$ cat config.mk
export PLATFORM = sky130hd
export DESIGN_NAME = adss_ctrl
export DESIGN_NICKNAME = d
export VERILOG_FILES = /design/src/adss_conv_seq.v /design/src/adss_trig_edge.v /design/src/adss_ctrl.v
export VERILOG_INCLUDE_DIRS = /design/src
export SDC_FILE = /design/constraint.sdc
export NUM_CORES = 1
export LEC_CHECK = 0
export ABC_AREA = 1
export BUFFER_PORTS_ARGS = -buffer_cell sky130_fd_sc_hd__buf_2
export CAP_MARGIN = 20
export CORE_ASPECT_RATIO = 1.1
export CORE_UTILIZATION = 47
export CTS_CLUSTER_DIAMETER = 100
export DETAILED_ROUTE_END_ITERATION = 10
export GPL_ROUTABILITY_DRIVEN = 0
export GPL_TIMING_DRIVEN = 1
export PLACE_DENSITY = 0.83
export SLEW_MARGIN = 20
export SYNTH_ARGS = -nofsm -noshare
export SYNTH_HDL_FRONTEND = slang
export SYNTH_SLANG_ARGS = --single-unit
$ cat constraint.sdc
create_clock -name pclk -period 1.71 [get_ports pclk]
set_clock_uncertainty 0.05 [all_clocks]
set_input_delay 0.0855 -clock pclk [delete_from_list [all_inputs] [get_ports pclk]]
set_output_delay 0.0855 -clock pclk [all_outputs]
set_load 0.005 [all_outputs]
$ cat src/adss_map.vh
`ifndef ADSS_MAP_VH
`define ADSS_MAP_VH
`define ADSS_CSR_OFF 12'h000
`define ADSS_IRQ_STAT_OFF 12'h004
`define ADSS_IRQ_MASK_OFF 12'h008
`define ADSS_CFG_OFF 12'h00C
`define ADSS_FLAG_BIT 7
`define ADSS_IE_BIT 6
`define ADSS_GO_BIT 5
`define ADSS_CSR_RST 8'h00
`define ADSS_CFG_SCAN_BIT 0
`define ADSS_CFG_TRGEN_BIT 1
`define ADSS_EV_END_BIT 0
`define ADSS_EV_START_BIT 1
`define ADSS_EV_BITS 2
`define ADSS_CONV_CYCLES 8'h10
`endif

$ cat src/adss_conv_seq.v
`timescale 1ns/1ns
`default_nettype none
`include "adss_map.vh"
// ==========================================
// conversion sequencer stand-in for the analog core
module adss_conv_seq (
  input wire pclk,
  input wire presetn,
  input wire run,
  input wire [2:0] last_chan,
  output reg chan_done,
  output reg sweep_done,
  output reg [2:0] chan_r
);
  reg [7:0] cnt_r;
  always @(posedge pclk or negedge presetn) begin
    if (!presetn) begin
      cnt_r <= 8'h00;
      chan_r <= 3'h0;
      chan_done <= 1'b0;
      sweep_done <= 1'b0;
    end else begin
      chan_done <= 1'b0;
      sweep_done <= 1'b0;
      if (!run) begin
        // a stop abandons the channel in progress
        cnt_r <= 8'h00;
        chan_r <= 3'h0;
      end else if (cnt_r == `ADSS_CONV_CYCLES - 8'h01) begin
        cnt_r <= 8'h00;
        chan_done <= 1'b1;
        if (chan_r == last_chan) begin
          chan_r <= 3'h0;
          sweep_done <= 1'b1;
        end else begin
          chan_r <= chan_r + 3'h1;
        end
      end else begin
        cnt_r <= cnt_r + 8'h01;
      end
    end
  end
endmodule
`default_nettype wire

$ cat src/adss_trig_edge.v
`timescale 1ns/1ns
`default_nettype none
// ==========================================
// rising edge detect for trigger inputs
module adss_trig_edge (
  input wire pclk,
  input wire presetn,
  input wire lvl,
  output wire rise
);
  reg q_r;
  always @(posedge pclk or negedge presetn) begin
    if (!presetn) begin
      q_r <= 1'b0;
    end else begin
      q_r <= lvl;
    end
  end
  assign rise = lvl & ~q_r;
endmodule
`default_nettype wire

$ cat src/adss_ctrl.v
// Contract
// - transfer controller service clears end flag
// - end interrupt gated by enable bit 6
// - writing go bit 0 stops conversion
// - go bit set starts conversion
// - single mode clears go when done
// - scan mode runs until go cleared
// - software, timer, external pin set go
// - end flag set at conversion end
// - clear flag by read 1 then write 0
//
// The APB interface to the registers and the placing of the registers were left to the implementer.
`timescale 1ns/1ns
`default_nettype none
`include "adss_map.vh"
module adss_ctrl (
  input wire pclk,
  input wire presetn,
  input wire psel,
  input wire penable,
  input wire pwrite,
  input wire [11:0] paddr,
  input wire [31:0] pwdata,
  output reg [31:0] prdata,
  output wire pready,
  output wire pslverr,
  input wire timer_trigger,
  input wire external_trigger_pin,
  input wire xfer_ack,
  input wire transfer_irq_select,
  input wire xfer_count_nonzero,
  input wire standby,
  input wire module_stop,
  output wire conversion_end_irq,
  output wire irq,
  output reg converting_r,
  output wire [2:0] chan
);
  // ==========================================
  // bus decode
  function addr_hit;
    input [11:0] a;
    input [11:0] off;
    begin
      addr_hit = (a == off);
    end
  endfunction

  wire acc_phase;
  wire wr_en;
  wire rd_en;
  wire csr_sel;
  wire stat_sel;
  wire mask_sel;
  wire cfg_sel;
  wire mapped;

  assign acc_phase = psel & penable;
  assign wr_en = acc_phase & pwrite;
  assign rd_en = acc_phase & ~pwrite;
  assign csr_sel = addr_hit(paddr, `ADSS_CSR_OFF);
  assign stat_sel = addr_hit(paddr, `ADSS_IRQ_STAT_OFF);
  assign mask_sel = addr_hit(paddr, `ADSS_IRQ_MASK_OFF);
  assign cfg_sel = addr_hit(paddr, `ADSS_CFG_OFF);
  assign mapped = csr_sel | stat_sel | mask_sel | cfg_sel;
  // zero wait states: every register answers in its access phase
  assign pready = 1'b1;
  assign pslverr = acc_phase & ~mapped;

  // ==========================================
  // control and status
  reg flag_r;
  reg ie_r;
  reg go_r;
  reg flag_seen_r;
  reg [1:0] cfg_r;
  reg [2:0] last_chan_r;
  reg [`ADSS_EV_BITS-1:0] stat_r;
  reg [`ADSS_EV_BITS-1:0] mask_r;
  wire chan_done;
  wire sweep_done;
  wire tmr_rise;
  wire ext_rise;

  wire [1:0] trig_lvl;
  wire [1:0] trig_rise;

  // both trigger sources get the same edge detector
  assign trig_lvl = {external_trigger_pin, timer_trigger};
  genvar ti;
  generate
    for (ti = 0; ti < 2; ti = ti + 1) begin : g_trig
      adss_trig_edge u_edge (
        .pclk(pclk),
        .presetn(presetn),
        .lvl(trig_lvl[ti]),
        .rise(trig_rise[ti])
      );
    end
  endgenerate
  assign tmr_rise = trig_rise[0];
  assign ext_rise = trig_rise[1];
  adss_conv_seq u_seq (
    .pclk(pclk),
    .presetn(presetn),
    .run(go_r),
    .last_chan(last_chan_r),
    .chan_done(chan_done),
    .sweep_done(sweep_done),
    .chan_r(chan)
  );

  wire scan;
  wire trg_en;
  wire csr_wr;
  wire csr_rd;
  wire sw_go;
  wire sw_stop;
  wire hw_go;
  wire force_stop;
  wire end_evt;
  wire dtc_clr;
  wire sw_clr;
  wire go_start;
  reg go_nxt;
  reg flag_nxt;
  reg flag_seen_nxt;

  assign scan = cfg_r[`ADSS_CFG_SCAN_BIT];
  assign trg_en = cfg_r[`ADSS_CFG_TRGEN_BIT];
  assign csr_wr = wr_en & csr_sel;
  assign csr_rd = rd_en & csr_sel;
  assign sw_go = csr_wr & pwdata[`ADSS_GO_BIT];
  assign sw_stop = csr_wr & ~pwdata[`ADSS_GO_BIT];
  // triggers act only when enabled, so an idle pin cannot start a run
  assign hw_go = trg_en & (tmr_rise | ext_rise);
  assign force_stop = standby | module_stop;
  assign end_evt = scan ? sweep_done : chan_done;
  assign dtc_clr = xfer_ack & ~transfer_irq_select &
    xfer_count_nonzero;
  // armed only by reading the flag as 1, so a blind 0 write is ignored
  assign sw_clr = csr_wr & ~pwdata[`ADSS_FLAG_BIT] & flag_seen_r;
  assign go_start = (sw_go | hw_go) & ~go_r & ~force_stop;

  // ==========================================
  // start and stop
  // go bit as a two-state machine: waiting or converting
  localparam ST_WAIT = 1'b0;
  localparam ST_RUN = 1'b1;

  always @* begin
    go_nxt = go_r;
    case (go_r)
      ST_WAIT: begin
        if (sw_go | hw_go) begin
          go_nxt = ST_RUN;
        end
      end
      ST_RUN: begin
        if (~scan & chan_done) begin
          go_nxt = ST_WAIT;
        end
      end
      default: go_nxt = ST_WAIT;
    endcase
    // a written 0 or a standby request wins over any start
    if (sw_stop | force_stop) begin
      go_nxt = ST_WAIT;
    end
  end

  // ==========================================
  // end flag

  always @* begin
    flag_nxt = flag_r;
    if (sw_clr | dtc_clr) begin
      flag_nxt = 1'b0;
    end
    // a conversion end in the clearing cycle is kept
    if (end_evt & go_r) begin
      flag_nxt = 1'b1;
    end
  end

  always @* begin
    flag_seen_nxt = flag_seen_r;
    // any control write or a cleared flag disarms the clear
    if (csr_rd) begin
      flag_seen_nxt = flag_r;
    end else if (csr_wr | ~flag_r) begin
      flag_seen_nxt = 1'b0;
    end
  end

  always @(posedge pclk or negedge presetn) begin
    if (!presetn) begin
      flag_r <= 1'b0;
      go_r <= ST_WAIT;
      flag_seen_r <= 1'b0;
      converting_r <= 1'b0;
    end else begin
      flag_r <= flag_nxt;
      go_r <= go_nxt;
      // a copy of go for the pin, so the output comes from a flip-flop
      converting_r <= go_nxt;
      flag_seen_r <= flag_seen_nxt;
    end
  end

  // ==========================================
  // enable and configuration
  always @(posedge pclk or negedge presetn) begin
    if (!presetn) begin
      ie_r <= 1'b0;
    end else if (csr_wr) begin
      // every control write rewrites the enable as well
      ie_r <= pwdata[`ADSS_IE_BIT];
    end
  end

  always @(posedge pclk or negedge presetn) begin
    if (!presetn) begin
      cfg_r <= 2'h0;
      last_chan_r <= 3'h0;
    end else if (wr_en & cfg_sel) begin
      cfg_r <= pwdata[1:0];
      last_chan_r <= pwdata[10:8];
    end
  end

  // ==========================================
  // interrupt status, write one to clear
  wire [`ADSS_EV_BITS-1:0] ev;
  assign ev[`ADSS_EV_END_BIT] = end_evt & go_r;
  assign ev[`ADSS_EV_START_BIT] = go_start;
  wire st_wr;
  assign st_wr = wr_en & addr_hit(paddr, `ADSS_IRQ_STAT_OFF);
  // set wins, so an event in the clearing cycle is never lost
  genvar gi;
  generate
    for (gi = 0; gi < `ADSS_EV_BITS; gi = gi + 1) begin : g_stat
      always @(posedge pclk or negedge presetn) begin
        if (!presetn) begin
          stat_r[gi] <= 1'b0;
        end else if (ev[gi]) begin
          stat_r[gi] <= 1'b1;
        end else if (st_wr & pwdata[gi]) begin
          stat_r[gi] <= 1'b0;
        end
      end
    end
  endgenerate

  always @(posedge pclk or negedge presetn) begin
    if (!presetn) begin
      mask_r <= {`ADSS_EV_BITS{1'b0}};
    end else if (wr_en & addr_hit(paddr, `ADSS_IRQ_MASK_OFF)) begin
      mask_r <= pwdata[`ADSS_EV_BITS-1:0];
    end
  end

  assign conversion_end_irq = flag_r & ie_r;
  // level output, high while any unmasked status bit stands
  assign irq = |(stat_r & mask_r);

  // ==========================================
  // read data
  function [31:0] csr_image;
    input flag;
    input ie;
    input go;
    begin
      csr_image = 32'h00000000;
      csr_image[`ADSS_FLAG_BIT] = flag;
      csr_image[`ADSS_IE_BIT] = ie;
      csr_image[`ADSS_GO_BIT] = go;
    end
  endfunction

  reg [31:0] rd_nxt;
  always @* begin
    rd_nxt = 32'h00000000;
    case (paddr)
      `ADSS_CSR_OFF: rd_nxt = csr_image(flag_r, ie_r, go_r);
      `ADSS_IRQ_STAT_OFF: rd_nxt[`ADSS_EV_BITS-1:0] = stat_r;
      `ADSS_IRQ_MASK_OFF: rd_nxt[`ADSS_EV_BITS-1:0] = mask_r;
      `ADSS_CFG_OFF: begin
        rd_nxt[1:0] = cfg_r;
        rd_nxt[10:8] = last_chan_r;
      end
      default: rd_nxt = 32'h00000000;
    endcase
  end

  // data captured in setup so it is stable through the access phase
  always @(posedge pclk or negedge presetn) begin
    if (!presetn) begin
      prdata <= 32'h00000000;
    end else if (psel & ~penable & ~pwrite) begin
      prdata <= rd_nxt;
    end
  end
endmodule
`default_nettype wire

Word-level counts from Yosys, hierarchy flattened. Index checks and enable logic that the tools add are counted.

Bits in writable memories: 0. Output and inout bits: 40. Input port bits: 56. Bits in latches: 0. ROM bits: 0. Memories: 0. Register bits after elaboration: 39. Word-level logic and storage cells: 105.

Eq/ne operators: 6. $mul: 0. Reduce and logical (&&, ||, !) cells: 6. Muxes and demuxes: 26. Div/mod/pow operators: 0. Bitwise operators: 49. Add/sub/neg operators: 2. $lt $le $gt $ge: 0. Shift-type cells: 0.

Operators with widths (count): AND 1 bit (27); == test 12 x 4 -> 1 bit, second input constant (2); two-way mux 1 bit (17); two-way mux 8 bit (2); == test 12 x 3 -> 1 bit, second input constant (1); logical NOT 12 bit (1); two-way mux 3 bit (4); NOT 1 bit (12); bitwise OR 1 bit (9); adder 8 x 1 -> 8 bit, second input constant (1); == test 8 x 4 -> 1 bit, second input constant (1); nonzero test 2 bit (4); two-way mux 6 bit (1); case mux 2 bit (3 select lines) (1); adder 3 x 1 -> 3 bit, second input constant (1); == test 3 bit (1); AND 2 bit (1); inequality test 2 x 1 -> 1 bit, second input constant (1); case mux 1 bit (2 select lines) (1); OR reduction 2 bit (1).

Logic depth before layout (Yosys ltp).
Depth in word-level cells: 8. Mapped depth: 9. Depth with buffers taken out: 8.

Modules after synthesis. Synthesis repeated with hierarchy kept, for this count alone.

Cells, all modules: 246. Area total of the unflattened synthesis: 2043.2 µm².

Modules (own cells, without submodules): adss_ctrl (cells each 167, area each 1315.0 µm², seq. area each 525.5 µm², instances 1); adss_conv_seq (cells each 73, area each 658.1 µm², seq. area each 325.3 µm², instances 1); adss_trig_edge (cells each 3, area each 35.0 µm², seq. area each 25.0 µm², instances 2).

Least setup slack after synthesis. OpenSTA, ideal clock, no wires.

Path type: register to register. Start: reg u_seq.cnt_r[0]. End: reg u_seq.cnt_r[4]. Clock period less this slack: 1285 ps. Path buffers: 0. Cell stages (with the launch flop): 8. Data arrival time: 1116 ps. Setup slack: 425 ps. Setup time: 119 ps. Required time: 1541 ps. Path through: dfrtp_1 > ha_1 > nand2_1 > nor2_2 > nand4_4 > nand2_1 > nor2_1 > o21a_1.

Word-level cells in the longest chain between the ends: 3. Elaborated cells on any way between the ends: 4. Those cells by class: add/sub: 1; eq/ne: 1; mux: 2.

Ends and longest elaborated chain: start, declared (line adss_conv_seq.v:15) `reg [7:0] cnt_r;`; start signal, assigned (line adss_conv_seq.v:39) `cnt_r <= cnt_r + 8'h01;`; adder 8 x 1 -> 8 bit / == test 8 x 4 -> 1 bit (equally long branches) (line adss_conv_seq.v:39, adss_conv_seq.v:29); two-way mux 8 bit * (line adss_conv_seq.v:29) `` end else if (cnt_r == `ADSS_CONV_CYCLES - 8'h01) begin ``; two-way mux 8 bit * (line adss_conv_seq.v:25) `if (!run) begin`.

Mark *: on every way between the ends. The rest lies on a longest branch, timed or not. A chain may end at the register's enable or synchronous reset.

Final worst setup path. Ends and elaborated chain as after synthesis.

==> impl_results.md <==
* Port bufs at 46
* Pin count of the biggest net entering global routing at 37
* WL per Instance at 11.1 um
* Cell count after synthesis at 238
* Most frequent cells in the layout: nand2_1, buf_2, dfrtp_1
* Global-route wire length before repair at 6310 um
* Slew Limit Fails at 0
* Cell Area, Synth at 0.00207 mm^2
* Synth top area cells: dfrtp_1, nand2_1, buf_4
* CTS root buffer: clkbuf_8
* Min-delay src: pwdata[0]
* Post-synthesis mux area share at 0%
* Most common cell after layout, fill and taps aside: nand2_1
* Initial DRC count at 54
* Leak Pwr at 1.32 nW
* Final antenna-violating net count at 0
* Cts hold-fix bufs at 8
* Via count at 1,650
* Critical R2R Launch: u_seq.cnt_r[0]$_DFF_PN0_
* DR DRC count at 0
* Synth Area in Adders at 1.21%
* Outcome: finished, final reports clean
* Nets@finish at 353
* DP HPWL at 2940 um
* Largest family of logic cells by synthesized area: simple AND/OR/NAND/NOR gates
* Synth Register Bits at 36
* Synth cell types at 35
* Cell taking the most area after synthesis: dfrtp_1
* Postcts setup bufs at 0
* Slew headroom at 48.2%
* Fillcell total at 363
* First-pass DRT Iterations at 4
* I/O pins at 96
* Final design utilization at 59.7%
* Yosys top cell area share at 43.5%
* Setup_tns at 0 ns
* # diodes at 0
* Worst VDD drop at 0.455 mV
* CTS buffer count at 5
* Setup crit end kind: register
* F_max at 0.697 GHz
* Critical path startpoint: u_seq.cnt_r[0]$_DFF_PN0_
* Worst-skew pair later-pin latency at 0.28 ns
* Synth Area in XOR/XNOR at 3.38%
* Slew @ Worst Pin at 0.778 ns
* Layout cells sized above 1 at 28.4%
* EDFF count, synth at 0
* Pwr/cell area at 702 mW/mm^2
* Top FF cell, synth: dfrtp_1
* Post-cts resize count at 0
* Total gr overflow at 0
* Final setup vio count at 0
* Clk buf depth at 2
* Compound-Gate Fraction of Synth Area at 5.98%
* All-layer global routing usage at 17.5%
* CP Launch Type: register
* Core area at 0.00408 mm^2
* Ys Warns at 0
* RSZ-0062 raised after global routing: no
* Fin crit share at 83.9%
* Max-cap violations at 0
* CP arrival at 1.56 ns
* Final Hold Fails at 0
* Row count at 24
* Via density at 4.74
* Final wirelength at 3880 um
* Post-Synth Simple-Gate Area at 32.0%
* Die Wd at 65.3 um
* CP Data Required Time at 1.84 ns
* Syn_area_per_cell at 8.70 um^2
* Die Y at 71.6 um
* Worst Hold Class: primary input to register
* Sequential share of the synthesized area at 43.5%
* Critical path type: register to register
* H-tree Lvls at 2
* DIE AREA at 0.00468 mm^2
* Number of clock sinks at 36
* Vias in the first global route at 1,521
* CTS tree: built
* Syn-to-layout area delta at 17.7%
* Initial antenna violation count at 0
* Crit path time final at 1.43 ns
* Synth async-reset ratio at 100%
* Clk slew on worst S/H paths at 0.07 ns
* Initial Util at 50.7%
* Max FO, Critical Path at 6
==> cells in the mapped netlist (2+ instances only) <==
cell       n
o31ai_1    2
nor2_4     3
inv_2      7
xor2_1     4
nor3_1     2
ha_1       2
nor3_4     3
nand2_2    5
nand3_2    2
nand3_1   19
nor2_2     4
o21ai_0    6
nand2_1   58
conb_1     2
nor2_1    15
inv_1     12
and3_1     2
o21ai_1    9
clkbuf_1   2
buf_4     25
nor2_8     2
dfrtp_1   36
xnor2_1    4
==> cells by family after synthesis <==
family                     count (synthesis)
and+or+nand+nor                          121
buffers and inverters                     47
DFF                                       36
AOI/OAI and AO/OA                         22
xor gates and xnor gates                   8
adders and majority gates                  2
other                                      2
==> state kept, by name, summed over array words and instances, names as in the netlist, 2 cells and up <==
| register | count |
|---|---|
| prdata | 8 |
| u_seq.chan_r | 3 |
| stat_r | 2 |
| cfg_r | 2 |
| g_trig.u_edge.q_r | 2 |
| u_seq.cnt_r | 8 |
| mask_r | 2 |
| last_chan_r | 3 |
==> per-stage QoR <==
| step | std cells | setup WS, ns | power [mW] | hold WS [ns] | instance area (um^2) |
|---|---|---|---|---|---|
| global route | 348 | 0.128 | 1.78 | 0.0467 | 2440 |
| global placement | 332 | 0.305 | 0.989 | 0.153 | 2250 |
| CTS | 348 | 0.250 | 1.73 | 0.00873 | 2440 |
| finish | 348 | 0.275 | 1.71 | 0.0223 | 2440 |
| detailed placement | 332 | 0.257 | 0.992 | 0.159 | 2250 |
| floorplan | 261 | 0.425 | 0.967 | -0.260 | 2160 |
==> cell type report <==
cell class                      instances  area (um^2)  share of cell area [%]
Multi-Input combinational cell        178          975                    40.0
Tap cell                               52         65.1                    2.67
Clock inverter                          2         35.0                    1.44
Sequential cell                        36          901                    37.0
Inverter                               19         71.3                    2.93
Clock buffer                            6         72.6                    2.98
Timing Repair Buffer                   55          318                    13.0
==> where the power goes <==
part / total [mW] / internal [mW] / switching (mW)
Sequential: 0.855 / 0.854 / 0.00107
Combinational: 0.134 / 0.0514 / 0.0830
Clock: 0.722 / 0.432 / 0.290
Total: 1.71 / 1.34 / 0.374
==> critical path, stage by stage, from the launching register on <==
cell and delay, ns:
dfrtp_1 0.36, ha_1 0.19, nand2_1 0.09, nor2_2 0.16, nand4_4 0.16, nand2_1 0.17
nor2_1 0.06, o21a_1 0.10
==> metal layers <==
metal  vias up  track usage (%)  wire length [um]
met4         0             5.56                46
met5         -                0                 0
met2        51             32.6              2070
met1       766             19.2              1580
met3         6             4.30               182
li1        827                -                 -
==> worst paths after layout <==
kind | endpoint | slack [ns] | cells past startpoint
setup reg to reg | u_seq.cnt_r[4]$_DFF_PN0_ | 0.28 | 7
hold reg to reg | u_seq.cnt_r[0]$_DFF_PN0_ | 0.41 | 1
max in group asynchronous | last_chan_r[2]$_DFFE_PN0P_ | 0.73 | 2
min in group asynchronous | prdata[1]$_DFFE_PN0P_ | 0.38 | 2
hold / removal | cfg_r[0]$_DFFE_PN0P_ | 0.02 | 3
setup / recovery | u_seq.cnt_r[4]$_DFF_PN0_ | 0.28 | 7
(Power assumes the default switching activity.)
